===== config.mk =====
export PLATFORM = sky130hd
export DESIGN_NAME = ico_ctrl
export DESIGN_NICKNAME = d
export VERILOG_FILES = /design/src/hdl/ico_pkg.sv /design/src/hdl/ico_hys_if.sv /design/src/hdl/ico_ctrl.sv /design/src/hdl/ico_hys_filter.sv
export SDC_FILE = /design/constraint.sdc
export NUM_CORES = 1
export LEC_CHECK = 0
export BUFFER_PORTS_ARGS = -buffer_cell sky130_fd_sc_hd__buf_4
export CAP_MARGIN = 30
export CORE_MARGIN = 4
export CORE_UTILIZATION = 60
export CTS_CLUSTER_SIZE = 12
export DETAILED_ROUTE_END_ITERATION = 16
export PLACE_DENSITY = 0.8
export SLEW_MARGIN = 20
export SYNTH_ARGS = -nofsm -noshare
export SYNTH_HDL_FRONTEND = slang
export SYNTH_SLANG_ARGS = --single-unit

===== constraint.sdc =====
create_clock -name sys_clk -period 8.31 [get_ports sys_clk]
set_input_delay 1.662 -clock sys_clk [delete_from_list [all_inputs] [get_ports sys_clk]]
set_output_delay 1.662 -clock sys_clk [all_outputs]
set_load 0.02 [all_outputs]

===== src/hdl/ico_pkg.sv =====
// How it works
// - Pole-pair count is code plus one
// - Outputs undefined during power-on interval
// - Delay phase holds zero angle quadrature outputs, commutation low
// - Catch-up walks shorter way at step interval
// - After catch-up, track angle samples normally
// - Zero step interval jumps straight to target
// - Window width counts 360/16384 degree units
// - Select bit routes filtered angle to outputs
// - Filtered angle readable at 12-bit resolution
// - Forward motion passes angle without delay
// - Reversal freezes output inside the window
// - Opposite exit flips head and direction
// - Head flag: 0 increasing, 1 decreasing
// - Reset and self-test set head increasing
// - Slew walks valid states when interval nonzero
// - Commutation switches at pole-pair sector crossings
package ico_pkg;
  // ----------------------------------------
  // Widths
  // ----------------------------------------
  localparam int ANG_W = 14;
  localparam int WIN_W = 6;
  localparam int SLEW_W = 16;
  // ----------------------------------------
  // Register map (byte addresses)
  // ----------------------------------------
  localparam logic [5:0] OFS_CTRL = 6'h00;
  localparam logic [5:0] OFS_SLEW = 6'h04;
  localparam logic [5:0] OFS_STAT = 6'h08;
  localparam logic [5:0] OFS_FILT = 6'h0c;
  localparam int CTRL_POLE_LSB = 0;
  localparam int CTRL_HSEL_BIT = 4;
  localparam int CTRL_WIN_LSB = 8;
  localparam int STAT_HEAD_BIT = 0;
  localparam int STAT_STATE_LSB = 1;
  localparam logic [31:0] CTRL_RST = 32'h0000_0000;
  localparam logic [SLEW_W-1:0] SLEW_RST = 16'h0001;
  // ----------------------------------------
  // Timing
  // ----------------------------------------
  localparam int CLK_NS = 4;
  localparam int TICK_NS = 1000;
  localparam int TICK_CYC = TICK_NS / CLK_NS;
  localparam int PO_US = 50;
  localparam int DLY_US = 100;
  localparam int PO_TICKS = (PO_US * 1000) / TICK_NS;
  localparam int DLY_TICKS = (DLY_US * 1000) / TICK_NS;
  // ----------------------------------------
  // Start-up sequence
  // ----------------------------------------
  typedef enum logic [1:0] {ST_UNDEF, ST_DELAY, ST_CATCH, ST_TRACK} ico_state_t;
endpackage : ico_pkg


===== src/hdl/ico_hys_if.sv =====
`timescale 1ns/1ps
interface ico_hys_if;
  import ico_pkg::*;
  logic [ANG_W-1:0] angle;
  logic valid;
  logic [WIN_W-1:0] width;
  logic restart;
  logic [ANG_W-1:0] out;
  logic head;
  modport ctrl (output angle, output valid, output width, output restart, input out, input head);
  modport filt (input angle, input valid, input width, input restart, output out, output head);
endinterface : ico_hys_if


===== src/hdl/ico_ctrl.sv =====
// Our own choices: the placing of the registers and the Avalon-MM slave port.
`timescale 1ns/1ps
module ico_ctrl #(
  parameter int QBITS = 12,
  parameter int PO_CNT = ico_pkg::PO_TICKS,
  parameter int DLY_CNT = ico_pkg::DLY_TICKS
) (
  input wire logic sys_clk,
  input wire logic rst,
  input wire logic [ico_pkg::ANG_W-1:0] angle_in,
  input wire logic angle_valid,
  input wire logic logic_selftest,
  input wire logic [5:0] avs_address,
  input wire logic avs_read,
  input wire logic avs_write,
  input wire logic [31:0] avs_writedata,
  output logic [31:0] avs_readdata,
  output logic avs_waitrequest,
  output logic quad_a,
  output logic quad_b,
  output logic quad_index,
  output logic [2:0] commutation_outputs
);
  import ico_pkg::*;

  // ----------------------------------------
  // Declarations
  // ----------------------------------------
  logic [31:0] ctrl_r;
  logic [SLEW_W-1:0] slew_r;
  logic wait_r;
  logic [31:0] rdata_r;
  logic [31:0] rdata_nxt;
  logic [7:0] tick_cnt_r;
  logic tick_r;
  logic [15:0] phase_cnt_r;
  logic [SLEW_W-1:0] step_cnt_r;
  logic step_due;
  ico_state_t state_r;
  ico_state_t state_nxt;
  logic [ANG_W-1:0] raw_r;
  logic [ANG_W-1:0] sel_angle;
  logic [QBITS-1:0] target;
  logic [QBITS-1:0] qpos_r;
  logic [QBITS-1:0] qdiff;
  logic at_target;
  logic slew_on;
  logic [3:0] pole_code;
  logic [4:0] pairs;
  logic [ANG_W+4:0] elec_full;
  logic [ANG_W-1:0] elec;
  logic [ANG_W+2:0] sect_full;
  logic [2:0] sector;
  logic [2:0] comm_nxt;
  logic qa_r;
  logic qb_r;
  logic qi_r;
  logic [2:0] comm_r;
  logic bus_take;
  logic hys_valid_r;

  ico_hys_if hif ();

  // ----------------------------------------
  // Control fields
  // ----------------------------------------
  assign pole_code = ctrl_r[CTRL_POLE_LSB +: 4];
  // Count is code plus one, 1 to 16 pairs
  assign pairs = {1'b0, pole_code} + 5'h01;
  assign slew_on = slew_r != '0;

  // ----------------------------------------
  // Avalon-MM slave
  // ----------------------------------------
  // One wait cycle, then a single ready cycle per request
  assign bus_take = (avs_read || avs_write) && wait_r;

  // Idle high, so every request sees one wait cycle;
  // reads and writes then share the same hand-off edge
  always_ff @(posedge sys_clk or posedge rst) begin
    if (rst) begin
      wait_r <= 1'b1;
    end else begin
      wait_r <= ~bus_take;
    end
  end

  // Writes land on the edge where waitrequest is seen low
  always_ff @(posedge sys_clk or posedge rst) begin
    if (rst) begin
      ctrl_r <= CTRL_RST;
      slew_r <= SLEW_RST;
    end else if (avs_write && !wait_r) begin
      if (avs_address == OFS_CTRL) begin
        ctrl_r <= avs_writedata & 32'h0000_3f1f;
      end
      if (avs_address == OFS_SLEW) begin
        slew_r <= avs_writedata[SLEW_W-1:0];
      end
    end
  end

  // Read mux; unmapped offsets read as zero
  always_comb begin
    rdata_nxt = '0;
    unique case (avs_address)
      OFS_CTRL: rdata_nxt = ctrl_r;
      OFS_SLEW: rdata_nxt[SLEW_W-1:0] = slew_r;
      OFS_STAT: begin
        rdata_nxt[STAT_HEAD_BIT] = hif.head;
        rdata_nxt[STAT_STATE_LSB +: 2] = state_r;
      end
      // Top twelve bits of the filtered angle
      OFS_FILT: rdata_nxt[11:0] = hif.out[ANG_W-1 -: 12];
      default: rdata_nxt = '0;
    endcase
  end

  // Data is captured early so it is stable at the ready edge
  always_ff @(posedge sys_clk or posedge rst) begin
    if (rst) begin
      rdata_r <= '0;
    end else if (avs_read && wait_r) begin
      rdata_r <= rdata_nxt;
    end
  end

  // Both bus outputs are flip-flop outputs
  assign avs_waitrequest = wait_r;
  assign avs_readdata = rdata_r;

  // ----------------------------------------
  // Microsecond tick divider
  // ----------------------------------------
  // One-cycle enable each microsecond instead of a slow clock;
  // its phase restarts with reset, so timing is repeatable
  always_ff @(posedge sys_clk or posedge rst) begin
    if (rst) begin
      tick_cnt_r <= '0;
      tick_r <= 1'b0;
    end else if (tick_cnt_r == 8'(TICK_CYC - 1)) begin
      tick_cnt_r <= '0;
      tick_r <= 1'b1;
    end else begin
      tick_cnt_r <= tick_cnt_r + 8'h01;
      tick_r <= 1'b0;
    end
  end

  // ----------------------------------------
  // Hysteresis window
  // ----------------------------------------
  // Raw sample latched so the output stage sees a stable value
  always_ff @(posedge sys_clk or posedge rst) begin
    if (rst) begin
      raw_r <= '0;
      hys_valid_r <= 1'b0;
    end else begin
      hys_valid_r <= angle_valid;
      if (angle_valid) begin
        raw_r <= angle_in;
      end
    end
  end

  // Filter sees each latched sample one cycle after the strobe
  assign hif.angle = raw_r;
  assign hif.valid = hys_valid_r;
  assign hif.width = ctrl_r[CTRL_WIN_LSB +: WIN_W];
  assign hif.restart = logic_selftest;

  // Window logic kept in its own module behind the interface
  ico_hys_filter u_hys (
    .sys_clk(sys_clk),
    .rst(rst),
    .hif(hif)
  );

  // Filter feeds both output kinds only when selected
  assign sel_angle = ctrl_r[CTRL_HSEL_BIT] ? hif.out : raw_r;

  // ----------------------------------------
  // Quadrature target and distance
  // ----------------------------------------
  // Two low angle bits dropped: one quadrature state per four angle counts
  assign target = sel_angle[ANG_W-1 -: QBITS];
  // Wrapped distance; its sign bit picks the shorter way round
  assign qdiff = target - qpos_r;
  assign at_target = qdiff == '0;

  // ----------------------------------------
  // Step interval timer
  // ----------------------------------------
  // Step interval counted in microsecond ticks
  assign step_due = tick_r && (step_cnt_r >= slew_r - SLEW_W'(1));

  // Restarts on every step, so a shorter interval written
  // mid-walk takes effect at the next tick
  always_ff @(posedge sys_clk or posedge rst) begin
    if (rst) begin
      step_cnt_r <= '0;
    end else if (!slew_on || step_due) begin
      step_cnt_r <= '0;
    end else if (tick_r) begin
      step_cnt_r <= step_cnt_r + SLEW_W'(1);
    end
  end

  // ----------------------------------------
  // Start-up phase counter
  // ----------------------------------------
  // Ticks spent in the present phase, cleared on each change
  always_ff @(posedge sys_clk or posedge rst) begin
    if (rst) begin
      phase_cnt_r <= '0;
    end else if (state_r != state_nxt) begin
      phase_cnt_r <= '0;
    end else if (tick_r) begin
      phase_cnt_r <= phase_cnt_r + 16'h0001;
    end
  end

  // ----------------------------------------
  // Start-up sequence
  // ----------------------------------------
  // Runs once per reset; tracking is never left
  always_comb begin
    state_nxt = state_r;
    unique case (state_r)
      ST_UNDEF: begin
        // Outputs carry no meaning here
        if (tick_r && phase_cnt_r >= 16'(PO_CNT - 1)) begin
          state_nxt = ST_DELAY;
        end
      end
      ST_DELAY: begin
        if (tick_r && phase_cnt_r >= 16'(DLY_CNT - 1)) begin
          state_nxt = ST_CATCH;
        end
      end
      ST_CATCH: begin
        // Without slewing the jump happens at once
        if (!slew_on || at_target) begin
          state_nxt = ST_TRACK;
        end
      end
      ST_TRACK: state_nxt = ST_TRACK;
    endcase
  end

  // Self-test restarts the window only, not the start-up sequence
  always_ff @(posedge sys_clk or posedge rst) begin
    if (rst) begin
      state_r <= ST_UNDEF;
    end else begin
      state_r <= state_nxt;
    end
  end

  // ----------------------------------------
  // Quadrature position
  // ----------------------------------------
  // Slewed moves take one state per step, shorter way round
  always_ff @(posedge sys_clk or posedge rst) begin
    if (rst) begin
      qpos_r <= '0;
    end else begin
      unique case (state_r)
        ST_UNDEF, ST_DELAY: qpos_r <= '0;
        ST_CATCH, ST_TRACK: begin
          if (!slew_on) begin
            qpos_r <= target;
          end else if (step_due && !at_target) begin
            if (qdiff[QBITS-1]) begin
              qpos_r <= qpos_r - QBITS'(1);
            end else begin
              qpos_r <= qpos_r + QBITS'(1);
            end
          end
        end
      endcase
    end
  end

  // ----------------------------------------
  // Quadrature pins
  // ----------------------------------------
  // Gray order 00,10,11,01 so only one line moves per step
  always_ff @(posedge sys_clk or posedge rst) begin
    if (rst) begin
      qa_r <= 1'b0;
      qb_r <= 1'b0;
      qi_r <= 1'b0;
    end else if (state_r == ST_UNDEF) begin
      qa_r <= 1'b0;
      qb_r <= 1'b0;
      qi_r <= 1'b0;
    end else begin
      qa_r <= qpos_r[1] ^ qpos_r[0];
      qb_r <= qpos_r[1];
      qi_r <= qpos_r == '0;
    end
  end

  // Pins straight from flip-flops, so the host sees no glitches
  assign quad_a = qa_r;
  assign quad_b = qb_r;
  assign quad_index = qi_r;

  // ----------------------------------------
  // Commutation sectors
  // ----------------------------------------
  // Electrical angle wraps every 1/pairs of a turn
  assign elec_full = sel_angle * pairs;
  assign elec = elec_full[ANG_W-1:0];
  // Six sectors of 60 electrical degrees
  assign sect_full = {3'b000, elec} * 17'h00006;
  assign sector = sect_full[ANG_W+2:ANG_W];

  // Neighbouring sectors differ in one line only
  always_comb begin
    comm_nxt = 3'b100;
    unique case (sector)
      3'd0: comm_nxt = 3'b100;
      3'd1: comm_nxt = 3'b110;
      3'd2: comm_nxt = 3'b010;
      3'd3: comm_nxt = 3'b011;
      3'd4: comm_nxt = 3'b001;
      3'd5: comm_nxt = 3'b101;
      default: comm_nxt = 3'b100;
    endcase
  end

  // Switches as soon as the angle crosses a sector edge
  always_ff @(posedge sys_clk or posedge rst) begin
    if (rst) begin
      comm_r <= 3'b000;
    end else if (state_r == ST_TRACK) begin
      comm_r <= comm_nxt;
    end else begin
      comm_r <= 3'b000;
    end
  end

  // All three lines stay low until tracking starts
  assign commutation_outputs = comm_r;
endmodule : ico_ctrl


===== src/hdl/ico_hys_filter.sv =====
`timescale 1ns/1ps
module ico_hys_filter (
  input wire logic sys_clk,
  input wire logic rst,
  ico_hys_if.filt hif
);
  import ico_pkg::*;

  logic [ANG_W-1:0] out_r;
  logic head_r;
  logic init_r;
  logic [ANG_W-1:0] diff;
  logic [ANG_W-1:0] mag;
  logic fwd;
  logic flip;

  // ----------------------------------------
  // Window test
  // ----------------------------------------
  // Signed wrap distance keeps 0/360 crossing seamless
  assign diff = hif.angle - out_r;
  assign mag = diff[ANG_W-1] ? (ANG_W'(0) - diff) : diff;
  assign fwd = head_r ? diff[ANG_W-1] : (diff != '0 && !diff[ANG_W-1]);
  // Width in 360/16384 degree steps, compared at 14 bits
  assign flip = !fwd && diff != '0 && mag > {{(ANG_W-WIN_W){1'b0}}, hif.width};

  // ----------------------------------------
  // Head tracking
  // ----------------------------------------
  // First sample after restart seeds the head; window trails it
  always_ff @(posedge sys_clk or posedge rst) begin
    if (rst) begin
      out_r <= '0;
      init_r <= 1'b0;
    end else if (hif.restart) begin
      init_r <= 1'b0;
    end else if (hif.valid) begin
      init_r <= 1'b1;
      if (!init_r || fwd || flip) begin
        out_r <= hif.angle;
      end
    end
  end

  // Direction flips only on exit past the trailing end
  always_ff @(posedge sys_clk or posedge rst) begin
    if (rst) begin
      head_r <= 1'b0;
    end else if (hif.restart) begin
      head_r <= 1'b0;
    end else if (hif.valid && init_r && flip) begin
      head_r <= ~head_r;
    end
  end

  assign hif.out = out_r;
  assign hif.head = head_r;
endmodule : ico_hys_filter


==> results by group <==
Synth
  – Number of synthesized flops with an enable pin: 0
  – Synth unique cells: 69
  – Asr flop ratio synth: 100%
  – Yosys reg bits: 136
  – Syn avg cell area: 9.23 um2
  – Gate Count Post-Synth: 1211
  – Syn. warnings: 0
  – Post-synthesis sequential area ratio: 30.5%
  – Top FF cell, synth: dfrtp_1
  – Mapped cell area: 0.0112 mm2

STA
  – Max-slew violation count: 0
  – Hold Violations, Final: 0
  – Period minus WS final: 7.27 ns
  – Fin crit share: 87.5%
  – RSZ-0062 raised after global routing: no
  – Count of final setup violators: 0
  – Slew margin rel.: 35.5%
  – Sum Neg Setup Slack: 0 ns
  – FMAX: 137 MHz
  – Clock skew after layout: 0.00841 ns
  – Worst slew pin tran: 0.964 ns

Clock tree
  – TritonCTS Buffers: 17
  – Clock Root Buffer: clkbuf_16
  – CTS tree: built
  – # H-tree levels: 4
  – CTS Sinks: 136
  – Post-CTS Setup Inserts: 0
  – CTS Buffer Depth: 2
  – Worst-skew pair later-pin latency: 0.42 ns
  – CTS clk-pin slew, worst paths: 0.06 ns
  – PostCTS Resize Cnt: 0
  – # hold bufs at CTS: 0

Critical path
  – Reg2Reg Setup Slack: 1.04 ns
  – Largest stage delay on the critical path: 0.64 ns
  – Setup CP Type: register to register
  – CP required: 8.65 ns
  – Critical path cell sequence: ha_1 > nand3_1 > or2_2 > fa_1 > fa_1 > fa_1 > inv_1 > ha_1 > nor2b_1 > o21a_1 > o211ai_1 > a31oi_1 > a31oi_1 > ha_1 > a21o_1 > a211o_1 > a211oi_1 > a21oi_1 > a311o_1 > o31ai_1 > o21ai_0 > xnor2_1 > mux2i_1
  – Max Fanout on Critical Path: 18
  – Slowest CP cell: dfrtp_1
  – Crit end category: register
  – Worst r2r src: ctrl_r[0]
  – CP Launch Type: register
  – CP delay by family, top: compound AO/OA/AOI/OAI gates
  – Reg2reg end: commutation_outputs[2]
  – Critical path data arrival time: 7.62 ns
  – CP Buf/Inv Count: 1
  – FF-to-FF path depth: 23

Layout
  – Area grow syn2layout: 10.7%
  – Share of layout cells above drive strength 1: 14.0%
  – Layout fillers: 1439
  – Final Core Density: 68.2%
  – Antenna diodes: 0
  – Fin nets: 1451

Worst hold path
  – Hold path endpoint: tick_cnt_r[7]
  – Hold depth: 1
  – HP Start: tick_cnt_r[7]
  – Hold crit path type: register to register

GRT
  – Vias in the first global route: 9022
  – Grt met3 use: 4.23%
  – Total track usage: 25.4%
  – Global-route wire length before repair: 43100 um
  – M1 GR Usage: 33.3%
  – Total global routing overflow: 0
  – Maximum number of pins on one net before global-route repair: 84
  – Top Usage Layer GRT: met2
  – Antenna violations before repair: 0
  – Met2 GRT Util: 43.2%

Power
  – Power density cells: 221 mW/mm2
  – Peak VDD IR: 187 uV
  – Leak: 5.93 nW

Floorplan
  – Starting density of the core: 61.6%
  – Die area: 0.0209 mm2
  – Core area: 0.0181 mm2
  – Row count: 49
  – Die Ht: 144 um
  – IO Pins: 97
  – Die W: 144 um

Drt
  – Vias: 8987
  – WL/cell: 16.8 um
  – Final wirelength: 25300 um
  – Remaining antenna violation count after routing: 0
  – Vias per cell: 5.96
  – First-pass detailed-route iteration total: 4
  – Initial DRC Count: 559
  – DR DRC count: 0

Place
  – Gp weighted congestion: 0.921
  – Port buffer count: 64
  – DP Wirelength: 19200 um

Run
  – Max Cap Violations: 0

Run status
  – Run status: complete, no violations
## cell families (layout without fill, tap and decap cells)
logic type,Yosys count,in the layout,share of synthesized area [%]
other cells,1,16,0.0335
mux,98,98,10.2
simple gates,351,351,15.3
xor+xnor,87,87,6.82
fa+ha+maj,126,126,16.2
compound gates,255,255,15.1
flops,136,136,30.5
buf+inv,157,211,5.94
## flip-flops by register name, indices dropped and copies added, names as in the netlist, 8 cells and up
signal and flops:
slew_r 16, ctrl_r 11, phase_cnt_r 16, u_hys.hif.out 14, qpos_r 12, avs_readdata 16, tick_cnt_r 8, step_cnt_r 16
hif.angle 14
## worst max path at each step
stage / from / end / cells past startpoint
3_5_place_dp: ctrl_r[0] / commutation_outputs[2] / 23
3_3_place_gp: ctrl_r[0] / commutation_outputs[2] / 23
2_1_floorplan: ctrl_r[4] / commutation_outputs[0] / 24
5_1_grt: ctrl_r[0] / commutation_outputs[0] / 23
6_report: ctrl_r[0] / commutation_outputs[2] / 23
4_1_cts: ctrl_r[0] / commutation_outputs[2] / 23
## layout make-up
cell class / instances / area [um2] / area share [%]
clock buffer: 23 / 458 / 3.70
inverter: 107 / 407 / 3.29
clock inverter: 9 / 104 / 0.840
sequential: 136 / 3410 / 27.5
tap: 229 / 287 / 2.32
multi-input combinational: 933 / 7160 / 57.9
timing repair buffer: 72 / 544 / 4.40
## placed cells by master, fill, tap and decap left out, types with 9 or more instances in the layout
cell type	synthesis	final
nor2_1	101	101
and2_1	12	12
xor2_1	42	42
nor3_1	25	25
dfrtp_1	134	134
o21a_1	13	13
o21ai_0	68	68
a22oi_1	9	9
conb_1	1	16
a21oi_1	49	49
and3_1	11	11
ha_1	95	95
mux2i_1	32	32
xnor2_1	45	45
nand2b_1	22	22
buf_4	16	71
nand2_1	82	82
mux2_4	10	10
fa_1	31	31
inv_1	107	106
a21o_1	19	19
clkbuf_16	0	17
mux2_2	53	53
nand4_1	13	13
nand3_1	30	30
nor2b_1	18	18
a31oi_1	15	15
## metrics by stage
step	std cells	power, mW	setup slack (ns)	hold slack [ns]	cell area, um2
6_report	1509	2.73	1.04	0.481	12400
5_1_grt	1509	2.94	0.516	0.519	12400
4_1_cts	1508	2.73	1.01	0.491	12400
3_5_place_dp	1476	1.99	1.03	0.478	11800
3_3_place_gp	1475	1.95	1.20	0.466	11800
2_1_floorplan	1226	1.74	1.60	0.444	11200
## cell usage after synthesis (all sizes together) (7+ instances only)
cell type / number / area share (%)
nor3: 25 / 1.1
xnor2: 45 / 3.5
or3: 8 / 0.45
nor2: 101 / 3.4
nor2b: 18 / 1.0
a211o: 7 / 0.55
buf: 21 / 1.4
nand2b: 22 / 1.2
and3: 11 / 0.62
o21a: 13 / 0.87
and2: 12 / 0.67
nand2: 82 / 2.8
dfrtp: 134 / 30
a21oi: 49 / 2.2
a22oi: 9 / 0.60
a31oi: 15 / 0.84
or2: 7 / 0.39
a21o: 19 / 1.3
clkbuf: 29 / 0.97
nand3: 30 / 1.3
o21ai: 68 / 3.0
fa: 31 / 5.6
xor2: 42 / 3.3
nand4: 13 / 0.73
inv: 107 / 3.6
mux2i: 32 / 2.9
ha: 95 / 11
nor4: 8 / 0.45
a211oi: 7 / 0.47
mux2: 63 / 6.7
o2111ai: 8 / 0.63
## where the power goes
part | total (mW) | switching, mW | internal [mW]
sequential | 0.745 | 0.0474 | 0.697
clock | 0.733 | 0.285 | 0.448
combinational | 1.25 | 0.714 | 0.540
## routing by layer
layer	vias to the layer above	routed length, um	share of wire (%)
met5	-	0	0
met4	0	527	2.1
met3	42	1100	4.3
met2	219	12400	49
met1	4363	11400	45
li1	4363	-	-
Power figures use the tool's default switching activity.
